$ cat src/hw/csfc_defines.svh
// field positions, reset values, counts and constants of the status-flag core
`ifndef CSFC_DEFINES_SVH
`define CSFC_DEFINES_SVH
`define CSFC_FLAG_C 0
`define CSFC_FLAG_Z 1
`define CSFC_FLAG_I 2
`define CSFC_FLAG_D 3
`define CSFC_FLAG_B 4
`define CSFC_FLAG_T 5
`define CSFC_FLAG_V 6
`define CSFC_FLAG_N 7
`define CSFC_STATUS_RESET 8'h04
`define CSFC_IRQ_RESET 8'h00
`define CSFC_DIV_STEPS 4'h8
`define CSFC_DIV_ZERO_QUO 8'hff
`define CSFC_BCD_MAX 5'h09
`define CSFC_BCD_ADJ 5'h06
`endif

$ cat src/hw/csfc_pkg.sv
// types of the status-flag core
package csfc_pkg;
	typedef enum logic [3:0] {
		CSFC_IDLE_OP = 4'h0,
		CSFC_ADD_OP = 4'h1,
		CSFC_SUBTRACT_WITH_BORROW_OP = 4'h2,
		CSFC_PRODUCT_OP = 4'h3,
		CSFC_QUOTIENT_OP = 4'h4,
		CSFC_PULL_STATUS_OP = 4'h5,
		CSFC_CARRY_SET_OP = 4'h6,
		CSFC_CARRY_CLEAR_OP = 4'h7,
		CSFC_DECIMAL_ON_OP = 4'h8,
		CSFC_DECIMAL_OFF_OP = 4'h9,
		CSFC_MODE_ON_OP = 4'ha,
		CSFC_MODE_OFF_OP = 4'hb,
		CSFC_IRQ_WRITE_OP = 4'hc,
		CSFC_BRANCH_BIT_CLEAR_OP = 4'hd,
		CSFC_BRANCH_BIT_SET_OP = 4'he
	} csfc_op_e;
	typedef enum logic [1:0] {
		CSFC_ST_IDLE = 2'b01,
		CSFC_ST_DIV = 2'b10
	} csfc_state_e;
endpackage

$ cat src/hw/csfc_core.sv
// status word, arithmetic and bit-test datapath of the cpu core
`timescale 1ns/100ps
`include "csfc_defines.svh"
module csfc_core
	import csfc_pkg::*;
#(
	parameter int WIDTH = 8
) (
	input wire logic CLK,
	input wire logic RST,
	input wire logic OP_VALID,
	output logic OP_READY,
	input wire logic [3:0] OP_CODE,
	input wire logic [WIDTH-1:0] OP_A,
	input wire logic [WIDTH-1:0] OP_B,
	input wire logic [2:0] BIT_SEL,
	input wire logic [7:0] IRQ_EVENT,
	output logic [7:0] PROCESSOR_STATUS_WORD,
	output logic [7:0] IRQ_PENDING,
	output logic [WIDTH-1:0] RESULT,
	output logic [WIDTH-1:0] RESULT_HI,
	output logic BRANCH_TAKEN,
	output logic DONE
);
	csfc_state_e state;
	csfc_state_e next_state;
	csfc_op_e op;
	logic [7:0] status_word;
	logic [7:0] next_status_word;
	logic [7:0] irq_req;
	logic [7:0] next_irq_req;
	logic [7:0] irq_before;
	logic [7:0] next_irq_before;
	logic last_irq_write;
	logic next_last_irq_write;
	logic [WIDTH-1:0] result;
	logic [WIDTH-1:0] next_result;
	logic [WIDTH-1:0] result_hi;
	logic [WIDTH-1:0] next_result_hi;
	logic branch_taken;
	logic next_branch_taken;
	logic done;
	logic next_done;
	logic [WIDTH:0] div_rem;
	logic [WIDTH:0] next_div_rem;
	logic [WIDTH-1:0] div_quo;
	logic [WIDTH-1:0] next_div_quo;
	logic [WIDTH-1:0] div_den;
	logic [WIDTH-1:0] next_div_den;
	logic [3:0] div_cnt;
	logic [3:0] next_div_cnt;
	logic [7:0] bcd_sum;
	logic bcd_carry;
	logic is_sub;
	logic [WIDTH-1:0] b_eff;
	logic [WIDTH:0] bin_sum;
	logic [7:0] irq_view;
	logic [WIDTH:0] rem_shift;
	logic [2*WIDTH-1:0] product;
	logic accept;

	function automatic logic flag_zero(input logic [WIDTH-1:0] v);
		flag_zero = (v == '0);
	endfunction

	assign op = csfc_op_e'(OP_CODE);
	assign OP_READY = (state == CSFC_ST_IDLE);
	assign accept = OP_VALID && OP_READY;
	assign is_sub = (op == CSFC_SUBTRACT_WITH_BORROW_OP);
	assign b_eff = is_sub ? ~OP_B : OP_B;
	assign bin_sum = {1'b0, OP_A} + {1'b0, b_eff} + {{WIDTH{1'b0}}, status_word[`CSFC_FLAG_C]};
	// product ignores mode and decimal flags
	assign product = OP_A * OP_B;
	// a bit test straight after an irq write reads the pre-write copy
	assign irq_view = last_irq_write ? irq_before : irq_req;
	assign rem_shift = {div_rem[WIDTH-1:0], div_quo[WIDTH-1]};

	csfc_bcd u_bcd (
		.a(OP_A[7:0]),
		.b(OP_B[7:0]),
		.carry_in(status_word[`CSFC_FLAG_C]),
		.sub(is_sub),
		.sum(bcd_sum),
		.carry_out(bcd_carry)
	);

	always_comb begin
		next_state = state;
		next_status_word = status_word;
		next_irq_before = irq_before;
		next_last_irq_write = last_irq_write;
		next_result = result;
		next_result_hi = result_hi;
		next_branch_taken = branch_taken;
		next_done = 1'b0;
		next_div_rem = div_rem;
		next_div_quo = div_quo;
		next_div_den = div_den;
		next_div_cnt = div_cnt;
		// hardware requests win over a program write in the same cycle
		next_irq_req = irq_req | IRQ_EVENT;
		case (state)
			CSFC_ST_IDLE: begin
				if (accept) begin
					next_last_irq_write = (op == CSFC_IRQ_WRITE_OP);
					next_done = (op != CSFC_QUOTIENT_OP);
					case (op)
						CSFC_ADD_OP, CSFC_SUBTRACT_WITH_BORROW_OP: begin
							if (status_word[`CSFC_FLAG_D]) begin
								// decimal result, carry is decimal carry or not-borrow
								next_result = bcd_sum;
								next_status_word[`CSFC_FLAG_C] = bcd_carry;
								// negative, overflow and zero are left as they were
								next_status_word[`CSFC_FLAG_N] = status_word[`CSFC_FLAG_N];
							end else begin
								next_result = bin_sum[WIDTH-1:0];
								next_status_word[`CSFC_FLAG_C] = bin_sum[WIDTH];
								next_status_word[`CSFC_FLAG_Z] = flag_zero(bin_sum[WIDTH-1:0]);
								next_status_word[`CSFC_FLAG_N] = bin_sum[WIDTH-1];
								next_status_word[`CSFC_FLAG_V] = (OP_A[WIDTH-1] ^ bin_sum[WIDTH-1])
									& (b_eff[WIDTH-1] ^ bin_sum[WIDTH-1]);
							end
						end
						CSFC_PRODUCT_OP: begin
							// status word untouched
							next_result = product[WIDTH-1:0];
							next_result_hi = product[2*WIDTH-1:WIDTH];
						end
						CSFC_QUOTIENT_OP: begin
							if (flag_zero(OP_B)) begin
								next_result = `CSFC_DIV_ZERO_QUO;
								next_result_hi = OP_A;
								next_done = 1'b1;
							end else begin
								// divider runs the same in every flag setting
								next_state = CSFC_ST_DIV;
								next_div_rem = '0;
								next_div_quo = OP_A;
								next_div_den = OP_B;
								next_div_cnt = `CSFC_DIV_STEPS;
							end
						end
						CSFC_PULL_STATUS_OP: begin
							// new flags are valid from the next op on
							next_status_word = OP_A[7:0];
						end
						CSFC_CARRY_SET_OP: begin
							next_status_word[`CSFC_FLAG_C] = 1'b1;
						end
						CSFC_CARRY_CLEAR_OP: begin
							next_status_word[`CSFC_FLAG_C] = 1'b0;
						end
						CSFC_DECIMAL_ON_OP: begin
							next_status_word[`CSFC_FLAG_D] = 1'b1;
						end
						CSFC_DECIMAL_OFF_OP: begin
							next_status_word[`CSFC_FLAG_D] = 1'b0;
						end
						CSFC_MODE_ON_OP: begin
							next_status_word[`CSFC_FLAG_T] = 1'b1;
						end
						CSFC_MODE_OFF_OP: begin
							next_status_word[`CSFC_FLAG_T] = 1'b0;
						end
						CSFC_IRQ_WRITE_OP: begin
							next_irq_before = irq_req;
							next_irq_req = OP_A[7:0] | IRQ_EVENT;
						end
						CSFC_BRANCH_BIT_CLEAR_OP: begin
							next_branch_taken = ~irq_view[BIT_SEL];
						end
						CSFC_BRANCH_BIT_SET_OP: begin
							next_branch_taken = irq_view[BIT_SEL];
						end
						default: begin
							next_done = 1'b1;
						end
					endcase
				end
			end
			CSFC_ST_DIV: begin
				// one restoring step per cycle, status word untouched
				if (rem_shift >= {1'b0, div_den}) begin
					next_div_rem = rem_shift - {1'b0, div_den};
					next_div_quo = {div_quo[WIDTH-2:0], 1'b1};
				end else begin
					next_div_rem = rem_shift;
					next_div_quo = {div_quo[WIDTH-2:0], 1'b0};
				end
				next_div_cnt = 4'(div_cnt - 4'h1);
				if (div_cnt == 4'h1) begin
					next_state = CSFC_ST_IDLE;
					next_result = next_div_quo;
					next_result_hi = next_div_rem[WIDTH-1:0];
					next_done = 1'b1;
				end
			end
			default: begin
				next_state = CSFC_ST_IDLE;
			end
		endcase
	end

	always_ff @(posedge CLK or posedge RST) begin
		if (RST) begin
			state <= CSFC_ST_IDLE;
			// only the interrupt inhibit flag is defined, others held at zero
			status_word <= `CSFC_STATUS_RESET;
			irq_req <= `CSFC_IRQ_RESET;
			irq_before <= `CSFC_IRQ_RESET;
			last_irq_write <= 1'b0;
			result <= '0;
			result_hi <= '0;
			branch_taken <= 1'b0;
			done <= 1'b0;
			div_rem <= '0;
			div_quo <= '0;
			div_den <= '0;
			div_cnt <= 4'h0;
		end else begin
			state <= next_state;
			status_word <= next_status_word;
			irq_req <= next_irq_req;
			irq_before <= next_irq_before;
			last_irq_write <= next_last_irq_write;
			result <= next_result;
			result_hi <= next_result_hi;
			branch_taken <= next_branch_taken;
			done <= next_done;
			div_rem <= next_div_rem;
			div_quo <= next_div_quo;
			div_den <= next_div_den;
			div_cnt <= next_div_cnt;
		end
	end

	assign PROCESSOR_STATUS_WORD = status_word;
	assign IRQ_PENDING = irq_req;
	assign RESULT = result;
	assign RESULT_HI = result_hi;
	assign BRANCH_TAKEN = branch_taken;
	assign DONE = done;
endmodule

$ cat src/hw/csfc_bcd.sv
// packed two-digit decimal adder and subtractor
`timescale 1ns/100ps
`include "csfc_defines.svh"
module csfc_bcd (
	input wire logic [7:0] a,
	input wire logic [7:0] b,
	input wire logic carry_in,
	input wire logic sub,
	output logic [7:0] sum,
	output logic carry_out
);
	logic [2:0] chain;
	assign chain[0] = carry_in;
	genvar g;
	generate
		for (g = 0; g < 2; g = g + 1) begin : digit
			logic [4:0] raw;
			logic [3:0] dig;
			logic over;
			always_comb begin
				if (sub) begin
					raw = {1'b0, a[4*g+3:4*g]} - {1'b0, b[4*g+3:4*g]} - {4'h0, ~chain[g]};
					over = raw[4];
					dig = over ? 4'(raw - `CSFC_BCD_ADJ) : raw[3:0];
				end else begin
					raw = {1'b0, a[4*g+3:4*g]} + {1'b0, b[4*g+3:4*g]} + {4'h0, chain[g]};
					over = raw > `CSFC_BCD_MAX;
					dig = over ? 4'(raw + `CSFC_BCD_ADJ) : raw[3:0];
				end
			end
			assign sum[4*g+3:4*g] = dig;
			// carry out of a digit is a decimal carry, or the inverse of a borrow
			assign chain[g+1] = sub ? ~over : over;
		end
	endgenerate
	assign carry_out = chain[2];
endmodule

$ cat config.mk
export PLATFORM = sky130hd
export DESIGN_NAME = csfc_core
export DESIGN_NICKNAME = d
export VERILOG_FILES = /design/src/hw/csfc_pkg.sv /design/src/hw/csfc_core.sv /design/src/hw/csfc_bcd.sv
export VERILOG_INCLUDE_DIRS = /design/src /design/src/hw
export SDC_FILE = /design/constraint.sdc
export NUM_CORES = 1
export LEC_CHECK = 0
export ABC_AREA = 1
export BUFFER_PORTS_ARGS = -buffer_cell sky130_fd_sc_hd__buf_4
export CORE_MARGIN = 2
export CORE_UTILIZATION = 45
export CTS_CLUSTER_DIAMETER = 30
export DETAILED_ROUTE_END_ITERATION = 6
export HOLD_SLACK_MARGIN = 0.12
export RECOVER_POWER = 100
export SLEW_MARGIN = 10
export SYNTH_ARGS = -nofsm -noshare
export SYNTH_HDL_FRONTEND = slang
export SYNTH_HIERARCHICAL = 1
export SYNTH_SLANG_ARGS = --single-unit
$ cat constraint.sdc
create_clock -name CLK -period 12.2 [get_ports CLK]
set_input_delay 0 -clock CLK [delete_from_list [all_inputs] [get_ports CLK]]
set_output_delay 0 -clock CLK [all_outputs]
set_load 0.02 [all_outputs]
# Yosys cells after proc, flatten, opt, wreduce, memory -nomap -nowiden
# Cells that the tools add are included.
# totals
word_cells,162
regBits,73
mem_bits_rw,0
romBits,0
inputBits,34
memories,0
latch_bits,0
# classes
div_mod_pow,0
n_eq_ne,26
n_bitwise,12
n_shift,0
add_sub_neg,16
order_cmp,4
muxes,62
reduce_logical,24
mul,1
# ops
operator,count
2-to-1 mux 8 bit,19
case mux 8 bit (2 select lines),5
2-to-1 mux 4 bit,9
equality test 4 bit (second input constant),7
case mux 8 bit (3 select lines),1
AND reduction 3 bit,6
equality test 4 x 3 -> 1 bit (second input constant),4
zero test 8 bit,2
multiplier 8 x 8 -> 16 bit,1
bitwise OR 8 bit,2
AND reduction 4 bit,4
2-to-1 mux 1 bit,13
OR reduction 13 bit,1
adder 4 x 4 -> 5 bit,2
adder 5 x 1 -> 5 bit,2
greater-than comparator 5 x 4 -> 1 bit (second input constant),2
AND reduction 5 bit,2
subtractor 4 x 4 -> 5 bit,2
subtractor 5 x 1 -> 5 bit,2
adder 8 x 8 -> 9 bit,1
adder 9 x 1 -> 9 bit,1
>= comparator 9 x 8 -> 1 bit,1
adder 4 x 3 -> 4 bit (second input constant),2
equality test 4 x 1 -> 1 bit (second input constant),2
30 further kinds,52

# Logic depth before layout (Yosys ltp)
# depth
ltp_word,15
ltp_mapped,33
ltp_nobuf,33

# Cells and area by module
# Netlist, hierarchy kept.
# modules_own_cells
mod,area_per_inst_um2,seq_area_each_um2,instances,cells_per_inst
csfc_core,7263.2,1829.3,1,1053
csfc_bcd,1247.4,0.0,1,197

# Least setup slack after synthesis
# OpenSTA, ideal clock, no wires.
# synth_path
path_kind,reg-to-reg
from,"register status_word[0], in the netlist PROCESSOR_STATUS_WORD[0]"
to,"register result[5], in the netlist RESULT[5]"
path_stages_with_launch,30
slack_ns,7.910
setup_ns,0.077
synth_period_minus_slack_ns,4.290
n_path_buf,0
arrival_ns,4.213
path_cell_list,dfrtp_1 inv_1 fa_1 inv_1 fa_1 inv_1 ha_1 nand2_1 a21boi_2 nand2_2 nand2_4 o21ai_1 fa_1 inv_1 fa_1 nand2_4 nand2_4 ha_1 nand2_1 a21boi_4 nand3_2 nand3_1 nand3_1 nand2_1 nor2_1 nor2_1 nand2_1 nand2_1 nand2_1 a21oi_1
# synth_via
elab_chain_cells,14
# synth_rtl
element,line,rtl
from (decl),csfc_core.sv:28,logic [7:0] status_word;
from (signal assigned),csfc_core.sv:208,status_word <= `CSFC_STATUS_RESET;
from (signal assigned),csfc_core.sv:222,status_word <= next_status_word;
adder 5 x 1 -> 5 bit or NOT 1 bit (tied branches),"csfc_bcd.sv:26, csfc_bcd.sv:22",
greater-than comparator 5 x 4 -> 1 bit (no source line) or subtractor 5 x 1 -> 5 bit (tied branches),-,
2-to-1 mux 1 bit (*),csfc_bcd.sv:21,if (sub) begin
NOT 1 bit,csfc_bcd.sv:33,assign chain[g+1] = sub ? ~over : over;
2-to-1 mux 1 bit (*),csfc_bcd.sv:33,
NOT 1 bit,csfc_bcd.sv:22,"raw = {1'b0, a[4*g+3:4*g]} - {1'b0, b[4*g+3:4*g]} - {4'h0, ~chain[g]};"
subtractor 5 x 1 -> 5 bit,csfc_bcd.sv:22,
subtractor 4 x 3 -> 4 bit (no source line),-,
2-to-1 mux 4 bit,csfc_bcd.sv:24,dig = over ? 4'(raw - `CSFC_BCD_ADJ) : raw[3:0];
2-to-1 mux 4 bit (*),csfc_bcd.sv:21,
via bcd_sum[5],csfc_core.sv:52,logic [7:0] bcd_sum;
2-to-1 mux 8 bit (*),csfc_core.sv:109,if (status_word[`CSFC_FLAG_D]) begin
case mux 8 bit (3 select lines) (*),csfc_core.sv:107,case (op)
2-to-1 mux 8 bit (*),csfc_core.sv:104,if (accept) begin
case mux 8 bit (2 select lines) (*),csfc_core.sv:102,case (state)
to (signal assigned),csfc_core.sv:226,result <= next_result;
to (decl),csfc_core.sv:36,logic [WIDTH-1:0] result;
# The timed path passes the listed nets; every way through them passes the cells marked *. The select of a mux whose other input is x is not followed.
# A chain may end at the register's enable or synchronous reset.

# Worst setup path in the final report
# layout_path
from,input OP_A[0]
to,"register result[6], in the netlist RESULT[6]"
# layout_via
elab_chain_cells,15
# layout_rtl
element,line,rtl
from (decl),csfc_core.sv:14,"input wire logic [WIDTH-1:0] OP_A,"
adder 4 x 4 -> 5 bit,csfc_bcd.sv:26,"raw = {1'b0, a[4*g+3:4*g]} + {1'b0, b[4*g+3:4*g]} + {4'h0, chain[g]};"
adder 5 x 1 -> 5 bit,csfc_bcd.sv:26,
greater-than comparator 5 x 4 -> 1 bit (no source line),-,
2-to-1 mux 1 bit (*),csfc_bcd.sv:21,
NOT 1 bit,csfc_bcd.sv:33,
2-to-1 mux 1 bit (*),csfc_bcd.sv:33,
NOT 1 bit,csfc_bcd.sv:22,
subtractor 5 x 1 -> 5 bit,csfc_bcd.sv:22,
subtractor 4 x 3 -> 4 bit (no source line),-,
2-to-1 mux 4 bit,csfc_bcd.sv:24,
2-to-1 mux 4 bit (*),csfc_bcd.sv:21,
via bcd_sum[6],csfc_core.sv:52,
2-to-1 mux 8 bit (*),csfc_core.sv:109,
case mux 8 bit (3 select lines) (*),csfc_core.sv:107,
2-to-1 mux 8 bit (*),csfc_core.sv:104,
case mux 8 bit (2 select lines) (*),csfc_core.sv:102,
# Marks and branches as above.

==> flow_metrics.env <==
export IMPL_cts_buffer_depth=2
export IMPL_rsz0062_at_grt="false"
export IMPL_vias=7937
export IMPL_ir_worst_vdd_mv=0.06828
export IMPL_cp_slowest_cell="dlygate4sd3_1"
export IMPL_hold_class="in2reg"
export IMPL_relSlewSlack=-1.670
export IMPL_cts_tree="done"
export IMPL_maxCapViolCount=1
export IMPL_multi_input_area_um2=5400
export IMPL_ys_ff_latch=73
export IMPL_cts_sinks=73
export IMPL_dr_pass1_iters=5
export IMPL_htree_levels=3
export IMPL_dp_hpwl_um=18200
export IMPL_pwr_share_seq=0.232
export IMPL_min_period_ns=5.418
export IMPL_synth_top_family_by_area="simple AND/OR/NAND/NOR gates"
export IMPL_die_x_um=141.5
export IMPL_diodes=0
export IMPL_slew_viol_final=74
export IMPL_finClkSkew_ns=0.009467
export IMPL_fin_crit_sh=0.4441
export IMPL_yosys_area_share_simple=0.2986
export IMPL_power_frac_clock=0.142
export IMPL_postSynthCellCount=1250
export IMPL_areaGrowthSynthToFinish_pct=11.00
export IMPL_port_buffers=68
export IMPL_drc_errors=0
export IMPL_clkSlewWorstSetupHoldPaths_ns=0.06
export IMPL_startpoint_type="input port"
export IMPL_overflow=0
export IMPL_coreArea_um2=18640
export IMPL_ys_flop_type="dfrtp_1"
export IMPL_power_density_nw_per_um2=180.9
export IMPL_switching_power_w=0.0008614
export IMPL_yosys_warnings=6
export IMPL_worstPathMaxFanout=12
export IMPL_antenna_found_initial=0
export IMPL_cts_hold_buf=26
export IMPL_cts_resized=0
export IMPL_fmax_mhz=184.6
export IMPL_die_y_um=141.5
export IMPL_postPlaceCellArea_um2=9130
export IMPL_wire_per_inst_um=15.38
export IMPL_holdWs_ns=0.1250
export IMPL_synth_xor_area_share=0.01852
export IMPL_path_common_cell="nand2_1"
export IMPL_clock_root_buffer="clkbuf_16"
export IMPL_synth_mux_area_frac=0
export IMPL_finalWirelength_um=24010
export IMPL_syn_num_nets=1408
export IMPL_syn_avg_cell_area_um2=6.809
export IMPL_tightest_slew_ns=4.004
export IMPL_cts_made_buffers=9
export IMPL_finalSetupViolCount=0
export IMPL_final_util=0.5067
export IMPL_yosysSeqAreaShare=0.2149
export IMPL_layout_drive_gt1_share=0.06782
export IMPL_grt_usage=0.2521
export IMPL_rows=50
export IMPL_crit_path_max_incr_delay_ns=0.54
export IMPL_final_area_um2=9447
export IMPL_status="finished with violations"
export IMPL_syn_cell_area_um2=8511
export IMPL_n_fill_cell=1977
export IMPL_worst_setup_path_end_kind="flip-flop"
export IMPL_arrival_ns=5.63
export IMPL_drt_iter0_drc=549
export IMPL_grt_max_degree=74
export IMPL_tns_ns=0
export IMPL_sw_frac_of_total=0.5042
export IMPL_p_leak_nw=5.437
export IMPL_power_frac_comb=0.626
export IMPL_grt_pass1_vias=7887
export IMPL_dieArea_um2=20030
export IMPL_violations="capacitance limit, slew limit"
export IMPL_synthDistinctLibCells=43
export IMPL_fin_nets=1481
export IMPL_gp_congestion=0.9460
export IMPL_critical_path_class="in2reg"
export IMPL_seqCellArea_um2=1829
export IMPL_synth_edf_count=0
export IMPL_timing_final_hold_violations=0
export IMPL_post_cts_buffers=0
export IMPL_initial_core_util=0.4565
export IMPL_internal_power_w=0.0008472
export IMPL_async_flop_share=1.000
export IMPL_ios=69
export IMPL_ant_nets=0
export IMPL_via_per_inst=5.085
export IMPL_synth_compound_area_share=0.1013
export IMPL_cp_required_ns=12.41
export IMPL_clk_latency_ns=0.34
export IMPL_grt_pass1_wl_um=40050
export IMPL_synth_adder_area_share=0.2238
==> worst max-delay path: cells and delay by family <==
kind | cells | cell delay, ns
buf+inv | 6 | 1.52
compound gates | 4 | 0.73
simple gates | 16 | 1.37
fa+ha+maj | 6 | 2.01
==> Yosys cell counts, types with 2 or more instances <==
library cell  instances  share of area
nand2_1             361           0.16
inv_1               259           0.11
nand3_1              85          0.050
ha_1                 77           0.11
dfrtp_1              71           0.21
nor2_1               60          0.026
a21oi_1              56          0.033
o21ai_0              55          0.032
fa_1                 47           0.11
nand2_2              17          0.012
o21ai_1              16         0.0094
xor2_1               14          0.014
clkbuf_1             13         0.0057
buf_2                12         0.0071
inv_2                12         0.0053
nand3b_1             11         0.0097
nand4_1              11         0.0081
o211ai_1             10         0.0088
nand2_4               9          0.012
buf_6                 7         0.0093
a31oi_1               5         0.0037
nor2_2                5         0.0037
o22ai_1               4         0.0029
or2_2                 4         0.0029
xnor2_1               4         0.0041
nand3_2               3         0.0035
nor2_4                3         0.0040
dfstp_2               2         0.0062
nor3_1                2         0.0012
nor3_2                2         0.0024
==> through the flow <==
| stage | total power (W) | setup WS, ns | instances |
|---|---|---|---|
| after global routing | 0.001906 | 6.287 | 1561 |
| after CTS | 0.001768 | 7.595 | 1561 |
| after global placement | 0.001500 | 7.802 | 1520 |
| after detailed placement | 0.001512 | 7.671 | 1520 |
| final | 0.001709 | 6.782 | 1561 |
| after floorplan | 0.001215 | 7.910 | 1250 |
==> metal layers <==
layer,global-route usage,wire [um]
met5,0,0
met4,0.06789,542
met3,0.02970,1137
met2,0.4218,11190
met1,0.3477,11140
==> cell type report <==
type	count	area share
inverter	271	0.1077
clock buffer	12	0.02609
tap	234	0.03099
timing repair buffer	96	0.06808
multi-input combinational	872	0.5717
sequential	73	0.1936
clock inverter	3	0.001854
==> final timing paths <==
kind	startpoint	end	slack (ns)	cells past startpoint
worst max-delay path	OP_A[0]	RESULT[6]	6.78	32
worst min-delay path	OP_CODE[3]	BRANCH_TAKEN	0.12	6
worst max register to register	PROCESSOR_STATUS_WORD[0]	RESULT[6]	7.29	30
worst min register to register	BRANCH_TAKEN	BRANCH_TAKEN	0.48	2
max in group asynchronous	RST	RESULT_HI[4]	8.17	4
min in group asynchronous	RST	div_quo[1]	1.81	4
==> cell families (layout without fill, tap and decap cells) <==
logic type,after synthesis,after routing
compound gates,155,155
xor+xnor,18,18
fa+ha+maj,124,124
buf+inv,305,382
flops,73,73
simple gates,575,575
==> flip-flops by register name, summed over array words and instances (netlist names) <==
signal and count:
irq_before 8, state 2, last_irq_write 1, BRANCH_TAKEN 1, IRQ_PENDING 8, div_quo 8, div_den 8, RESULT_HI 8
DONE 1, RESULT 8, PROCESSOR_STATUS_WORD 8, div_cnt 4, div_rem 8
==> cells in the final DEF (no fill, tap or decap), types with 2 or more instances in the layout <==
cell type / count
dlygate4sd3_1: 26
nor2_1: 64
inv_1: 260
clkbuf_16: 9
or2_2: 4
fa_1: 47
nor3_2: 2
nand3b_1: 11
clkbuf_1: 40
xor2_1: 14
o21ai_0: 65
clkinv_2: 2
dfrtp_1: 71
nor2_2: 2
o21ai_1: 6
o211ai_1: 10
nand3_1: 87
inv_2: 11
a31oi_1: 5
o22ai_1: 4
dfstp_1: 2
nand4_1: 11
ha_1: 77
nor3_1: 2
a21oi_1: 56
xnor2_1: 4
buf_4: 31
nor2_4: 2
nand2_2: 13
nand2_4: 5
nand2_1: 369
==> power groups by stage <==
| stage | sequential (W) | clock (W) | combinational, W |
|---|---|---|---|
| 2_1_floorplan | 0.000430 | 0 | 0.000785 |
| 3_3_place_gp | 0.000399 | 0 | 0.00110 |
| 3_5_place_dp | 0.000400 | 0 | 0.00111 |
| 4_1_cts | 0.000397 | 0.000247 | 0.00112 |
| 5_1_grt | 0.000406 | 0.000257 | 0.00124 |
| 6_report | 0.000396 | 0.000243 | 0.00107 |
(Power assumes the default switching activity.)
